**config.mk**
```make
export PLATFORM = sky130hd
export DESIGN_NAME = pai_adc_core
export DESIGN_NICKNAME = d
export VERILOG_FILES = /design/src/inc/pai_pkg.sv /design/src/logic/pai_adc_core.sv
export SDC_FILE = /design/constraint.sdc
export NUM_CORES = 1
export LEC_CHECK = 0
export BUFFER_PORTS_ARGS = -buffer_cell sky130_fd_sc_hd__buf_2
export CAP_MARGIN = 20
export CORE_ASPECT_RATIO = 2
export CORE_MARGIN = 2
export CORE_UTILIZATION = 55
export DETAILED_ROUTE_END_ITERATION = 16
export GPL_TIMING_DRIVEN = 0
export MAX_ROUTING_LAYER = met4
export PLACE_DENSITY_LB_ADDON = 0.1
export SETUP_SLACK_MARGIN = 0.05
export SYNTH_ARGS = -nofsm -noshare
export SYNTH_HDL_FRONTEND = slang
export SYNTH_SLANG_ARGS = --single-unit
```
**constraint.sdc**
```tcl
create_clock -name clk -period 10.5 [get_ports clk]
set_input_delay 1.05 -clock clk [delete_from_list [all_inputs] [get_ports clk]]
set_output_delay 1.05 -clock clk [all_outputs]
set_load 0.005 [all_outputs]
```
**src/inc/pai_pkg.sv**
```systemverilog
`default_nettype none
package pai_pkg;
  localparam int RES_W = 12;
  localparam int AIN_W = 16;
  localparam int REF_W = 13;
  localparam int DIFF_W = AIN_W + 1;
  localparam int AMP_W = AIN_W + 2;
  localparam int SCL_W = 32;
  localparam int FS_SHIFT = 12;
  localparam int SYNC_W = 1 + 1 + 2 + AIN_W + AIN_W + REF_W;
  localparam int SYNC_CLK_BIT = 0;
  localparam int SYNC_GAIN_BIT = 1;
  localparam int SYNC_REF_LSB = 2;
  localparam int SYNC_POS_LSB = 4;
  localparam int SYNC_NEG_LSB = SYNC_POS_LSB + AIN_W;
  localparam int SYNC_EXT_LSB = SYNC_NEG_LSB + AIN_W;
  localparam int FIFO_DEPTH = 8;
  localparam int CLK_PERIOD_NS = 20;
  localparam int CONV_TIME_NS = 70;
  localparam int CONV_CYC = (CONV_TIME_NS + CLK_PERIOD_NS - 1) / CLK_PERIOD_NS;
  localparam int CNT_W = 3;
  localparam logic [CNT_W-1:0] CONV_LOAD = CNT_W'(CONV_CYC - 1);
  localparam int IDLE_TIME_US = 500;
  localparam int IDLE_CYC = IDLE_TIME_US * 1000 / CLK_PERIOD_NS;
  localparam logic [REF_W-1:0] VREF_HI_MV = 13'h1000;
  localparam logic [REF_W-1:0] VREF_LO_MV = 13'h0800;
  localparam logic [REF_W-1:0] VREF_ONE = 13'h0001;
  localparam logic [REF_W-1:0] VREF_ZERO = 13'h0000;
  localparam logic [RES_W-1:0] CODE_MAX = 12'h7ff;
  localparam logic [RES_W-1:0] CODE_MIN = 12'h800;
  localparam logic [RES_W-1:0] CODE_RST = 12'h000;
  localparam logic signed [SCL_W-1:0] SCL_MAX = 32'sh0000_07ff;
  localparam logic signed [SCL_W-1:0] SCL_MIN = 32'shffff_f800;
  typedef enum logic [1:0] {
    PAI_REF_GND    = 2'h0,
    PAI_REF_PIN    = 2'h1,
    PAI_REF_SUPPLY = 2'h2
  } pai_ref_t;
  typedef enum logic {
    PAI_IDLE = 1'b0,
    PAI_CONV = 1'b1
  } pai_conv_t;
endpackage : pai_pkg
`default_nettype wire

```
**src/logic/pai_adc_core.sv**
```systemverilog
// Contract
// - Each rising sample clock edge taken while the FIFO has room starts a conversion and samples both analog inputs at once.
// - A result reaches the output after two further starts plus the 70 ns conversion time.
// - Conversions overlap in the pipeline and a result is ready for the third edge after sampling.
// - Results are 12-bit two's complement words with bit 11 most significant.
// - The out-of-range flag is high exactly when the word is the most positive or most negative code.
// - After 500 us without a sample edge an internal timer pulses refresh_pulse and leaves the pipeline contents as they are.
// - Gain select high gives unity gain and range of half the reference, low gives gain two.
// - Reference mode selects internal 4.096 V, internal 2.048 V, or an external reference.
// - A started conversion runs to completion and a further edge does not abort it.
`timescale 1ns/1ps
`default_nettype none

module pai_fifo #(
  parameter int W     = 12,
  parameter int DEPTH = 8
) (
  input  wire logic         clk,
  input  wire logic         rst_n,
  input  wire logic         in_valid,
  input  wire logic [W-1:0] in_data,
  output logic              in_ready,
  output logic              out_valid,
  output logic [W-1:0]      out_data,
  input  wire logic         out_ready
);
  localparam int AW = $clog2(DEPTH);
  logic [W-1:0]  mem_ff [DEPTH];
  logic [AW:0]   wr_ff;
  logic [AW:0]   rd_ff;
  wire           full_w  = (wr_ff[AW] != rd_ff[AW]) && (wr_ff[AW-1:0] == rd_ff[AW-1:0]);
  wire           empty_w = (wr_ff == rd_ff);
  wire           wr_en_w = in_valid && !full_w;
  wire           rd_en_w = out_ready && !empty_w;
  wire [AW:0]    one_w   = (AW+1)'(1);

  assign in_ready  = !full_w;
  assign out_valid = !empty_w;
  assign out_data  = mem_ff[rd_ff[AW-1:0]];

  always_ff @(posedge clk)
  begin
    if (wr_en_w)
    begin
      mem_ff[wr_ff[AW-1:0]] <= in_data;
    end
  end

  always_ff @(posedge clk or negedge rst_n)
  begin
    if (!rst_n)
    begin
      wr_ff <= '0;
      rd_ff <= '0;
    end
    else
    begin
      if (wr_en_w)
        wr_ff <= wr_ff + one_w;
      if (rd_en_w)
        rd_ff <= rd_ff + one_w;
    end
  end
endmodule : pai_fifo

module pai_adc_core #(
  parameter int IDLE_CYCLES = pai_pkg::IDLE_CYC,
  parameter int FIFO_DEPTH  = pai_pkg::FIFO_DEPTH
) (
  input  wire logic                       clk,
  input  wire logic                       rst_n,
  input  wire logic                       sample_clk,
  input  wire logic [pai_pkg::AIN_W-1:0]  positive_analog_input,
  input  wire logic [pai_pkg::AIN_W-1:0]  negative_analog_input,
  input  wire logic                       gain_select,
  input  wire logic [1:0]                 reference_mode,
  input  wire logic [pai_pkg::REF_W-1:0]  external_reference_mv,
  output logic [pai_pkg::RES_W-1:0]       result_word,
  output logic                            out_of_range_flag,
  output logic                            result_valid,
  output logic                            refresh_pulse
);
  localparam int SW     = pai_pkg::SYNC_W;
  localparam int RW     = pai_pkg::RES_W;
  localparam int IDLE_W = $clog2(IDLE_CYCLES + 1);
  localparam logic [IDLE_W-1:0] IDLE_LAST = IDLE_W'(IDLE_CYCLES - 1);
  localparam logic [IDLE_W-1:0] IDLE_ONE  = IDLE_W'(1);

  logic [1:0]    rst_sync_ff;
  wire           rst_sync_n = rst_sync_ff[1];

  // Reset is asserted at once and released two clock edges later.
  always_ff @(posedge clk or negedge rst_n)
  begin
    if (!rst_n)
      rst_sync_ff <= 2'h0;
    else
      rst_sync_ff <= {rst_sync_ff[0], 1'b1};
  end

  wire [SW-1:0]  pin_w = {external_reference_mv, negative_analog_input,
                          positive_analog_input, reference_mode, gain_select, sample_clk};
  logic [SW-1:0] s1_ff;
  logic [SW-1:0] s2_ff;
  logic [SW-1:0] s3_ff;
  logic [SW-1:0] q_ff;

  // Every pin passes three flops; its level is taken once stages two and three agree.
  for (genvar i = 0; i < SW; i++)
  begin : g_sync
    always_ff @(posedge clk or negedge rst_sync_n)
    begin
      if (!rst_sync_n)
      begin
        s1_ff[i] <= 1'b0;
        s2_ff[i] <= 1'b0;
        s3_ff[i] <= 1'b0;
        q_ff[i]  <= 1'b0;
      end
      else
      begin
        s1_ff[i] <= pin_w[i];
        s2_ff[i] <= s1_ff[i];
        s3_ff[i] <= s2_ff[i];
        if (s2_ff[i] == s3_ff[i])
          q_ff[i] <= s3_ff[i];
      end
    end
  end

  wire           rise_w = s2_ff[pai_pkg::SYNC_CLK_BIT] && s3_ff[pai_pkg::SYNC_CLK_BIT]
                          && !q_ff[pai_pkg::SYNC_CLK_BIT];
  wire           gain_q = q_ff[pai_pkg::SYNC_GAIN_BIT];
  wire [1:0]     ref_q  = q_ff[pai_pkg::SYNC_REF_LSB +: 2];
  wire signed [pai_pkg::AIN_W-1:0] pos_q = q_ff[pai_pkg::SYNC_POS_LSB +: pai_pkg::AIN_W];
  wire signed [pai_pkg::AIN_W-1:0] neg_q = q_ff[pai_pkg::SYNC_NEG_LSB +: pai_pkg::AIN_W];
  wire [pai_pkg::REF_W-1:0] ext_q = q_ff[pai_pkg::SYNC_EXT_LSB +: pai_pkg::REF_W];

  wire signed [pai_pkg::DIFF_W-1:0] diff_w = pai_pkg::DIFF_W'(pos_q) - pai_pkg::DIFF_W'(neg_q);
  // Gain two doubles the difference, halving the usable input span.
  wire signed [pai_pkg::AMP_W-1:0] amp_w = gain_q ? pai_pkg::AMP_W'(diff_w)
                                                  : {diff_w, 1'b0};
  wire ref_gnd_w = (ref_q == pai_pkg::PAI_REF_GND);
  wire ref_pin_w = (ref_q == pai_pkg::PAI_REF_PIN);
  wire [pai_pkg::REF_W-1:0] vref_w = ref_gnd_w ? pai_pkg::VREF_HI_MV
                                   : ref_pin_w ? pai_pkg::VREF_LO_MV
                                   : ext_q;
  // A dead external reference would divide by zero, so it is treated as one millivolt.
  wire [pai_pkg::REF_W-1:0] vref_safe_w = (vref_w == pai_pkg::VREF_ZERO) ? pai_pkg::VREF_ONE
                                                                       : vref_w;
  wire signed [pai_pkg::SCL_W-1:0] num_w = pai_pkg::SCL_W'(amp_w) <<< pai_pkg::FS_SHIFT;
  wire signed [pai_pkg::SCL_W-1:0] den_w = $signed(pai_pkg::SCL_W'(vref_safe_w));
  wire signed [pai_pkg::SCL_W-1:0] scaled_w = num_w / den_w;
  wire [RW-1:0]  code_w = (scaled_w > pai_pkg::SCL_MAX) ? pai_pkg::CODE_MAX
                        : (scaled_w < pai_pkg::SCL_MIN) ? pai_pkg::CODE_MIN
                        : scaled_w[RW-1:0];

  logic [RW-1:0] stage0_ff;
  logic [RW-1:0] stage1_ff;
  logic [1:0]    vld_ff;
  logic          fifo_in_ready;
  logic          fifo_out_valid;
  logic [RW-1:0] fifo_out_data;
  wire           advance_w = rise_w && fifo_in_ready;
  wire           push_w    = advance_w && vld_ff[1];

  pai_pkg::pai_conv_t          state_ff;
  pai_pkg::pai_conv_t          nxt_state;
  logic [pai_pkg::CNT_W-1:0]   cnt_ff;
  logic [pai_pkg::CNT_W-1:0]   nxt_cnt;
  wire                         done_w = (state_ff == pai_pkg::PAI_CONV) && (cnt_ff == '0);
  wire                         pop_w  = done_w;
  wire [pai_pkg::CNT_W-1:0]    cnt_one = pai_pkg::CNT_W'(1);

  // A sample enters on its own edge and starts its final stage two edges later.
  always_ff @(posedge clk or negedge rst_sync_n)
  begin
    if (!rst_sync_n)
    begin
      stage0_ff <= pai_pkg::CODE_RST;
      stage1_ff <= pai_pkg::CODE_RST;
      vld_ff    <= 2'h0;
    end
    else if (advance_w)
    begin
      stage0_ff <= code_w;
      stage1_ff <= stage0_ff;
      vld_ff    <= {vld_ff[0], 1'b1};
    end
  end

  pai_fifo #(
    .W     (RW),
    .DEPTH (FIFO_DEPTH)
  ) u_fifo (
    .clk       (clk),
    .rst_n     (rst_sync_n),
    .in_valid  (push_w),
    .in_data   (stage1_ff),
    .in_ready  (fifo_in_ready),
    .out_valid (fifo_out_valid),
    .out_data  (fifo_out_data),
    .out_ready (pop_w)
  );

  // Sample edges are not looked at here, so a running conversion always finishes.
  always_comb
  begin
    nxt_state = state_ff;
    nxt_cnt   = cnt_ff;
    case (state_ff)
      pai_pkg::PAI_IDLE:
      begin
        if (fifo_out_valid)
        begin
          nxt_state = pai_pkg::PAI_CONV;
          nxt_cnt   = pai_pkg::CONV_LOAD;
        end
      end
      pai_pkg::PAI_CONV:
      begin
        if (cnt_ff == '0)
          nxt_state = pai_pkg::PAI_IDLE;
        else
          nxt_cnt = cnt_ff - cnt_one;
      end
      default:
      begin
        nxt_state = pai_pkg::PAI_IDLE;
        nxt_cnt   = '0;
      end
    endcase
  end

  always_ff @(posedge clk or negedge rst_sync_n)
  begin
    if (!rst_sync_n)
    begin
      state_ff <= pai_pkg::PAI_IDLE;
      cnt_ff   <= '0;
    end
    else
    begin
      state_ff <= nxt_state;
      cnt_ff   <= nxt_cnt;
    end
  end

  wire flag_w = (fifo_out_data == pai_pkg::CODE_MAX) || (fifo_out_data == pai_pkg::CODE_MIN);

  always_ff @(posedge clk or negedge rst_sync_n)
  begin
    if (!rst_sync_n)
    begin
      result_word       <= pai_pkg::CODE_RST;
      out_of_range_flag <= 1'b0;
      result_valid      <= 1'b0;
    end
    else
    begin
      result_valid <= done_w;
      if (done_w)
      begin
        result_word       <= fifo_out_data;
        out_of_range_flag <= flag_w;
      end
    end
  end

  logic [IDLE_W-1:0] idle_ff;
  wire               idle_end_w = (idle_ff == IDLE_LAST) && !rise_w;

  // The refresh strobe repeats every idle period while the sample clock stays still.
  always_ff @(posedge clk or negedge rst_sync_n)
  begin
    if (!rst_sync_n)
    begin
      idle_ff       <= '0;
      refresh_pulse <= 1'b0;
    end
    else
    begin
      refresh_pulse <= idle_end_w;
      if (rise_w || idle_end_w)
        idle_ff <= '0;
      else
        idle_ff <= idle_ff + IDLE_ONE;
    end
  end

  property p_start;
    @(posedge clk) disable iff (!rst_sync_n)
    advance_w |=> (stage0_ff == $past(code_w)) && vld_ff[0];
  endproperty
  a_start: assert property (p_start) else $error("sample not taken on edge");

  property p_out_update;
    @(posedge clk) disable iff (!rst_sync_n)
    done_w |=> result_valid && (result_word == $past(fifo_out_data));
  endproperty
  a_out_update: assert property (p_out_update) else $error("result not updated");

  property p_conv_time;
    @(posedge clk) disable iff (!rst_sync_n)
    $rose(state_ff == pai_pkg::PAI_CONV) |-> (!done_w)[*3] ##1 done_w;
  endproperty
  a_conv_time: assert property (p_conv_time) else $error("conversion time wrong");

  property p_pipe;
    @(posedge clk) disable iff (!rst_sync_n)
    push_w |-> ##[1:60] result_valid;
  endproperty
  a_pipe: assert property (p_pipe) else $error("pipelined result never emerged");

  property p_saturate;
    @(posedge clk) disable iff (!rst_sync_n)
    (scaled_w > pai_pkg::SCL_MAX) |-> (code_w == pai_pkg::CODE_MAX);
  endproperty
  a_saturate: assert property (p_saturate) else $error("positive clip code wrong");

  property p_flag;
    @(posedge clk) disable iff (!rst_sync_n)
    out_of_range_flag == ((result_word == pai_pkg::CODE_MAX) ||
                          (result_word == pai_pkg::CODE_MIN));
  endproperty
  a_flag: assert property (p_flag) else $error("flag does not match word");

  property p_refresh;
    @(posedge clk) disable iff (!rst_sync_n)
    rise_w |=> !refresh_pulse && (idle_ff == '0);
  endproperty
  a_refresh: assert property (p_refresh) else $error("refresh despite sample edge");

  property p_unity;
    @(posedge clk) disable iff (!rst_sync_n)
    (gain_q && ref_gnd_w && (diff_w > -17'sh0800) && (diff_w < 17'sh0800))
      |-> (code_w == diff_w[RW-1:0]);
  endproperty
  a_unity: assert property (p_unity) else $error("unity gain code wrong");

  property p_lowref;
    @(posedge clk) disable iff (!rst_sync_n)
    (gain_q && ref_pin_w && (diff_w > -17'sh0400) && (diff_w < 17'sh0400))
      |-> (code_w == {diff_w[RW-2:0], 1'b0});
  endproperty
  a_lowref: assert property (p_lowref) else $error("low reference code wrong");

  property p_no_abort;
    @(posedge clk) disable iff (!rst_sync_n)
    (state_ff == pai_pkg::PAI_CONV && cnt_ff != '0 && rise_w)
      |=> (state_ff == pai_pkg::PAI_CONV) && (cnt_ff == $past(cnt_ff) - cnt_one);
  endproperty
  a_no_abort: assert property (p_no_abort) else $error("edge disturbed conversion");
endmodule : pai_adc_core
`default_nettype wire

```
==> run_results.csv, run 1 <==
group,metric,value,unit
detailed_routing,met1_length,48000,microns
detailed_routing,wl_met2,74730,microns
outcome,violations,"setup timing",
detailed_routing,detail_route.vias_per_cell,6.687,
finish,area_delta_synth_final,34.60,%
hold_path,hp-class,"input pin to async pin",
clock_tree,cts.sinks,362,
timing,setup_viol,12,
yosys,ys_warn_count,0,
job,maxCapViolCount,0,
floorplanning,design.die.area,72410,sq um
global_route,grt_pass1_vias,42890,
place,portBuffers,65,
timing,setup_ws,-74.38,ns
detailed_routing,drc,0,
critical_path,required,11.03,ns
floorplanning,chipHeight,378.6,microns
yosys,synth_cells,4616,
yosys,yosys_most_used_dff,"dfrtp_1",
global_route,grt_pass1_wl,220600,microns
detailed_routing,antenna_left,0,
critical_path,start_kind,"flip-flop",
timing,slew_viol_final,0,
yosys,synth_area_leaders,"dfrtp_1 (17%), ha_1 (11%), edfxtp_1 (7.5%)",
yosys,ys_seq_area_frac,0.2472,
clock_tree,cts-hold-fix-buffers,0,
detailed_routing,route.met3.wl,9068,microns
yosys,yosys.area_share.adder,0.1276,
detailed_routing,dr_total_vias,43090,
critical_path,crit_fanout,10,
clock_tree,root_buffer,"clkbuf_16",
clock_tree,cts_tree,"yes",
detailed_routing,top_layer_used,"met4",
critical_path,cp_common_cell,"buf_4",
critical_path,cpLargestDelayFamily,"compound AO/OA/AOI/OAI gates",
place,gp_congestion,1.000,
yosys,synthArstFlopShare,0.7348,
finish,final.fill_count,4984,
detailed_routing,wl_per_cell,23.15,microns
detailed_routing,drtPass1Iterations,7,
yosys,synthXorXnorAreaFrac,0.05834,
floorplanning,start_util,0.5544,
clock_tree,htreeDepth,1,
floorplanning,boundaryPins,66,
finish,post_route_cells_drive_above_1_share,0.3171,
global_route,overflow,0,
critical_path,critical_path.max_stage_delay,0.60,ns
yosys,synth_compound_area_frac,0.2718,
outcome,status,"finished, violations left",
global_route,grt_max_degree,75,
critical_path,critical_path_class,"flip-flop to flip-flop",
yosys,synth_cell_type_count,130,
finish,final_util,0.7463,
yosys,synthMuxAreaShare,0.05059,
critical_path,cp_num_buf_inv,150,
place,dp_hpwl,98070,microns
floorplanning,fp.dieW,191.3,microns
detailed_routing,drt_wl_total,149200,microns
yosys,ys_ff_latch,362,
clock_tree,clock_latency,0.59,ns
timing,fin_skew,0.02391,ns
yosys,synth_top_family_by_area,"compound AO/OA/AOI/OAI gates",
timing,rsz0062_at_grt,"yes",
yosys,avgSynthCellArea,8.359,sq um
timing,fin_crit,84.88,ns
floorplanning,core,69590,sq um
clock_tree,clkTransAtPathRegs,0.09,ns
critical_path,endpoint_kind,"flip-flop",
critical_path,cp_slowest_cell,"nor3_1",
finish,fin_nets,5922,
timing,relSlewSlack,0.1971,
yosys,syn_area,38580,sq um
yosys,synth_top_area_frac,0.1725,
timing,clock.fmax,11.78,MHz
critical_path,crit_arrival,85.41,ns
yosys,yosysTopAreaCell,"dfrtp_1",
global_route,grtUsageTotal,0.3960,
global_route,antenna_found_initial,4,
yosys,synth_edf_count,96,
yosys,synth-simple-area-share,0.2150,
clock_tree,cts.path.max_buffers,3,
timing,fin_tns_setup,-890.09,ns
detailed_routing,drtIter0Drc,2964,
timing,finalHoldViolations,0,
timing,period_share,8.084,
timing,worst_slew_pin_slew,1.204,ns
clock_tree,numCtsBuffers,27,
floorplanning,num_rows,137,
-- per-stage QoR --
| stage | area, sq um | setup slack, ns | cells | hold WS, ns |
|---|---|---|---|---|
| 2_1_floorplan | 40210 | -68.56 | 4617 | 0.3312 |
| 3_3_place_gp | 41670 | -86.63 | 5585 | 0.3315 |
| 3_5_place_dp | 42080 | -87.02 | 5605 | 0.3347 |
| 4_1_cts | 49150 | -71.05 | 6251 | 0.2380 |
| 5_1_grt | 51930 | -76.77 | 6444 | 0.2365 |
| 6_report | 51930 | -74.38 | 6444 | 0.2490 |
-- registers in the layout (all words and copies together) (netlist names), 2 cells and up --
signal         cells
u_fifo.mem_ff     96
s1_ff             49
s2_ff             49
s3_ff             49
neg_q             16
pos_q             16
idle_ff           15
ext_q             13
result_word       12
stage0_ff         12
stage1_ff         12
u_fifo.rd_ff       4
u_fifo.wr_ff       4
cnt_ff             3
q_ff               3
rst_sync_ff        2
vld_ff             2
-- cell usage in the layout (no fill, tap or decap), types with 39 or more instances in the layout --
cell type	instances
a21o_1	119
ha_1	296
clkbuf_16	39
o21a_1	160
nor2b_1	49
a21oi_1	241
nand2b_1	76
ha_4	48
nor2_1	378
o31ai_1	83
edfxtp_1	96
buf_2	82
clkbuf_1	41
maj3_1	49
buf_4	787
or3_1	62
inv_1	110
nor4_1	40
o21ai_1	50
nand4_1	63
xnor2_1	146
mux2_2	78
o211ai_1	49
o21ai_0	172
xor2_1	107
nand2_2	39
a31oi_1	44
nand3_1	102
and3_1	45
nor3_1	193
nand2_1	303
a21oi_2	65
dfrtp_1	262
o21ai_2	43
-- synth_stat cells (all sizes together) (16+ instances only) --
cell type / n
maj3: 49
o31ai: 105
o21ai: 278
edfxtp: 96
mux2: 85
nor3: 213
and2: 48
a31o: 17
nand2: 359
o41ai: 16
nor2b: 51
ha: 351
a211oi: 46
nand4: 67
a2111oi: 30
o211a: 18
nor2: 424
nand3: 122
a211o: 19
o211ai: 51
buf: 59
a31oi: 50
a21oi: 328
mux2i: 45
nand2b: 83
a21boi: 37
xnor2: 150
clkbuf: 98
o31a: 18
or3: 70
inv: 126
dfrtp: 266
o2111ai: 17
and3: 47
o21a: 164
or2: 38
xor2: 107
a21o: 126
mux4: 24
nor4: 53
-- path summary, 6_finish.rpt --
check | from | to | slack (ns) | depth (start not counted)
min | rst_n | rst_sync_ff[1]$_DFF_PN0_ | 0.25 | 1
max reg2reg | pos_q[7]$_DFFE_PN0N_ | stage0_ff[9]$_DFFE_PN0P_ | -74.38 | 494
min reg2reg | s1_ff[25]$_DFF_PN0_ | s2_ff[25]$_DFF_PN0_ | 0.35 | 0
max | pos_q[7]$_DFFE_PN0N_ | stage0_ff[9]$_DFFE_PN0P_ | -74.38 | 494
max in group asynchronous | rst_sync_ff[1]$_DFF_PN0_ | stage0_ff[7]$_DFFE_PN0P_ | 8.81 | 2
min in group clk | s1_ff[25]$_DFF_PN0_ | s2_ff[25]$_DFF_PN0_ | 0.35 | 0
-- metal layers --
layer  up-vias  global-route usage
met1     20410              0.3441
met5         -                   -
met3      1193             0.06435
met4         0              0.3758
li1      19380                   -
met2      2113              0.7102
-- logic make-up after synthesis --
| logic type | after synthesis |
|---|---|
| AOI/OAI and AO/OA | 1505 |
| xor gates and xnor gates | 257 |
| muxes | 154 |
| and+or+nand+nor | 1650 |
| buffers and inverters | 284 |
| other | 2 |
| DFF | 362 |
| adders and majority gates | 402 |
-- repair_timing --
| action | in CTS | in global routing |
|---|---|---|
| gates cloned | 2 | 2 |
| pin swaps | 258 | 325 |
| gates resized for setup | 324 | 281 |
| endpoints found under the setup margin | 12 | 12 |
| buffers inserted | 599 | 195 |
-- worst reg2reg max path, delay by kind of cell, from the launching register on --
kind / cells / cell delay, ns
compound gates: 196 / 36.26
xor+xnor: 3 / 0.42
fa+ha+maj: 33 / 9.21
buf+inv: 150 / 19.69
flops: 1 / 0.40
mux: 4 / 1.20
simple gates: 108 / 17.58
-- area by class of cell --
class                      count  area [sq um]  area share
buffer                       150          1550     0.02985
inverter                     127         484.2    0.009323
antenna                        4         10.01   0.0001927
tap                          903          1130     0.02175
sequential                   362          9547      0.1838
clock buffer                  40         795.8     0.01532
multi-input combinational   3971         31590      0.6082
timing repair buffer         879          6746      0.1299
clock inverter                 8         85.08    0.001638
Power of run 1 is not shown: default switching activity piles up to over one toggle a cycle in this logic, so the estimate is an artifact.
==> run 2: changes to the inputs <==
--- a/config.mk
+++ b/config.mk
@@ -7,9 +7,11 @@
 export LEC_CHECK = 0
 export BUFFER_PORTS_ARGS = -buffer_cell sky130_fd_sc_hd__buf_2
 export CAP_MARGIN = 20
+export CELL_PAD_IN_SITES_DETAIL_PLACEMENT = 2
+export CELL_PAD_IN_SITES_GLOBAL_PLACEMENT = 2
 export CORE_ASPECT_RATIO = 2
 export CORE_MARGIN = 2
-export CORE_UTILIZATION = 55
+export CORE_UTILIZATION = 41
 export DETAILED_ROUTE_END_ITERATION = 16
 export GPL_TIMING_DRIVEN = 0
 export MAX_ROUTING_LAYER = met4
==> run 2 against run 1 <==
- the run now fails in clock tree synthesis
- synthesized cell count did not move
- area after synthesis is the same
==> run_results.csv, run 2 <==
group,metric,value,unit
yosys,ys_seq_area_frac,0.2472,
yosys,synthArstFlopShare,0.7348,
floorplanning,chipHeight,437.8,microns
yosys,yosys-top-cells-count,"nor2_1 (418), nand2_1 (359), ha_1 (351)",
place,dpl.cell_count,5914,
yosys,ys_ff_latch,362,
yosys,yosys_most_used_dff,"dfrtp_1",
place,dp_hpwl,127500,microns
clock_tree,cts.path.max_buffers,3,
place,portBuffers,65,
clock_tree,root_buffer,"clkbuf_16",
clock_tree,cts_resized,446,
yosys,ys_warn_count,0,
outcome,failing_step,"clock tree synthesis",
floorplanning,boundaryPins,66,
outcome,status,"did not finish",
yosys,synth_cells,4616,
yosys,synth_area_leaders,"dfrtp_1 (17%), ha_1 (11%), edfxtp_1 (7.5%)",
yosys,syn_area,38580,sq um
yosys,synth_top_area_frac,0.1725,
floorplanning,start_util,0.4126,
clock_tree,numCtsBuffers,38,
floorplanning,fp.dieW,220.9,microns
floorplanning,num_rows,159,
place,gp_congestion,0.9047,
clock_tree,cts-hold-fix-buffers,0,
clock_tree,htreeDepth,2,
clock_tree,cts.sinks,362,
yosys,avgSynthCellArea,8.359,sq um
yosys,yosysTopAreaCell,"dfrtp_1",
outcome,firstError,"[ERROR DPL-0033] detailed placement checks failed during check placement.",
yosys,synth_cell_type_count,130,
clock_tree,postCtsSetupBuffers,703,
yosys,synth_edf_count,96,
yosys,yosysMostFrequentCell,"nor2_1",
## run 2: cell families after synthesis
| group | synth area share |
|---|---|
| AOI/OAI and AO/OA | 0.2718 |
| xor gates and xnor gates | 0.05834 |
| adders and majority gates | 0.1276 |
| buffers and inverters | 0.02925 |
| DFF | 0.2472 |
| muxes | 0.05059 |
| other | 0.0001946 |
| and+or+nand+nor | 0.2150 |
## run 2: stage by stage
| step | utilization | setup slack, ns | hold WS, ns | area (sq um) |
|---|---|---|---|---|
| floorplan | - | -68.56 | 0.3312 | 40210 |
| global placement | 0.4497 | -87.66 | 0.3312 | 42050 |
| detailed placement | 0.4556 | -90.92 | 0.1883 | 42600 |
==> run 3: changes to the inputs <==
==> config.mk (replaced) <==
export PLATFORM = sky130hd
export DESIGN_NAME = pai_adc_core
export DESIGN_NICKNAME = d
export VERILOG_FILES = /design/src/inc/pai_pkg.sv /design/src/logic/pai_adc_core.sv
export SDC_FILE = /design/constraint.sdc
export NUM_CORES = 1
export LEC_CHECK = 0
export BUFFER_PORTS_ARGS = -buffer_cell sky130_fd_sc_hd__buf_2
export CAP_MARGIN = 20
export CORE_MARGIN = 2
export CORE_UTILIZATION = 40
export DETAILED_ROUTE_END_ITERATION = 16
export GPL_TIMING_DRIVEN = 0
export PLACE_DENSITY_LB_ADDON = 0.15
export SYNTH_ARGS = -nofsm -noshare
export SYNTH_HDL_FRONTEND = slang
export SYNTH_SLANG_ARGS = --single-unit
==> run 3 against run 2 <==
- the flow now finishes, with violations (setup timing)
==> run_results.csv, run 3 (synthesis gave the netlist of run 1 again) <==
group,metric,value,unit
finish,mostFrequentLayoutCell,"buf_4",
finish,post_route_cells_drive_above_1_share,0.3302,
place,dpl.cell_count,5967,
floorplanning,core,95290,sq um
floorplanning,num_rows,113,
clock_tree,cts.path.max_buffers,3,
critical_path,endpoint_kind,"flip-flop",
finish,instances_no_fill,6962,
floorplanning,chipHeight,314.6,microns
clock_tree,clock_latency,0.54,ns
timing,finalHoldViolations,0,
clock_tree,root_buffer,"clkbuf_16",
timing,clock.fmax,12.05,MHz
global_route,overflow,0,
global_route,grtUsageTotal,0.2636,
timing,setup_ws,-72.51,ns
critical_path,critical_path_class,"flip-flop to flip-flop",
detailed_routing,drtPass1Iterations,5,
detailed_routing,drc,0,
floorplanning,design.die.area,98960,sq um
global_route,grt_pass1_vias,40420,
job,maxCapViolCount,0,
critical_path,cp_slowest_cell,"or4b_1",
hold_path,hp-class,"input pin to async pin",
timing,slew_viol_final,0,
place,dp_hpwl,90580,microns
timing,rsz0062_at_grt,"yes",
outcome,violations,"setup timing",
critical_path,r2r_start,"ext_q[10]$_DFFE_PN0N_",
finish,final.fill_count,8432,
detailed_routing,drtIter0Drc,3108,
detailed_routing,dr_total_vias,41300,
global_route,antenna_found_initial,1,
finish,largest_reg_flops,96,
detailed_routing,wl_per_cell,19.66,microns
global_route,grt_pass1_wl,214500,microns
timing,worst_slew_pin_slew,1.257,ns
timing,setup_viol,12,
timing,fin_crit,83.01,ns
floorplanning,start_util,0.4049,
critical_path,worstSetupStartpoint,"ext_q[10]$_DFFE_PN0N_",
detailed_routing,detail_route.vias_per_cell,5.932,
finish,fin_nets,6081,
timing,fin_hold_ws,0.2812,ns
timing,relSlewSlack,0.1620,
critical_path,cp_common_cell,"buf_4",
timing,period_share,7.906,
detailed_routing,antenna_left,0,
finish,antenna_cells,0,
critical_path,critical_path.max_stage_delay,0.53,ns
finish,layout_common_cells,"buf_4 (937), nor2_1 (382), nand2_1 (314)",
clock_tree,cts_tree,"yes",
critical_path,start_kind,"flip-flop",
finish,area_delta_synth_final,38.61,%
clock_tree,htreeDepth,2,
critical_path,ff2ff_path_depth,513,
clock_tree,cts.sinks,362,
finish,regArea,9548,sq um
place,portBuffers,65,
clock_tree,clkTransAtPathRegs,0.06,ns
clock_tree,cts-hold-fix-buffers,0,
outcome,status,"finished, violations left",
place,gp_congestion,0.9280,
floorplanning,boundaryPins,66,
critical_path,required,10.90,ns
timing,fin_skew,0.02848,ns
critical_path,crit_fanout,10,
global_route,grt_max_degree,73,
place,dp_slack,-86.02,ns
critical_path,crit_arrival,83.41,ns
clock_tree,numCtsBuffers,35,
finish,multi_input_area,31260,sq um
detailed_routing,drt_wl_total,136800,microns
floorplanning,fp.dieW,314.6,microns
## run 3: per-stage QoR
step	area [sq um]	util	TNS (ns)
final	53480	0.5612	-868.75
after global placement	42120	0.4420	-1079.30
after global routing	53480	0.5612	-906.25
after CTS	51760	0.5432	-842.90
after floorplan	40210	-	-821.17
after detailed placement	42560	0.4466	-1030.19
## run 3: timing repair
action,in CTS,in global routing
resized for setup,374,156
pin swaps,307,248
gates cloned,6,0
endpoints found under the setup margin,12,12
buffers inserted,811,133
## run 3: area by class of cell
cell class                      instances  share of cell area
Inverter                              127            0.009054
Multi-Input combinational cell       3971              0.5846
Clock inverter                         13            0.003697
Sequential cell                       362              0.1785
Tap cell                             1265             0.02960
Clock buffer                           44             0.01794
Buffer                                146             0.02803
Timing Repair Buffer                 1034              0.1486
## run 3: path summary, 6_finish.rpt
kind / to / slack [ns]
worst max register to register: stage0_ff[1]$_DFFE_PN0P_ / -72.51
max in group asynchronous: ext_q[10]$_DFFE_PN0N_ / 8.81
worst max-delay path: stage0_ff[1]$_DFFE_PN0P_ / -72.51
worst min register to register: s2_ff[41]$_DFF_PN0_ / 0.33
min in group clk: s2_ff[41]$_DFF_PN0_ / 0.33
worst min-delay path: rst_sync_ff[0]$_DFF_PN0_ / 0.28
## run 3: critical path, delay by kind of cell, from the launching register on
family                     cells  cell delay, ns
DFF                            1            0.41
muxes                          6            1.73
buffers and inverters        197           25.09
xor gates and xnor gates       4            0.61
adders and majority gates     32            8.40
and+or+nand+nor               89           14.09
AOI/OAI and AO/OA            185           32.32
## run 3: metal layers
layer	GRT usage	part of all wire	vias up
met1	0.3445	0.44	19810
met5	0	0.000058	-
met4	0.1015	0.043	2
li1	-	-	19720
met3	0.02530	0.056	406
met2	0.4484	0.47	1364
Power of run 3 is left out for the same reason.
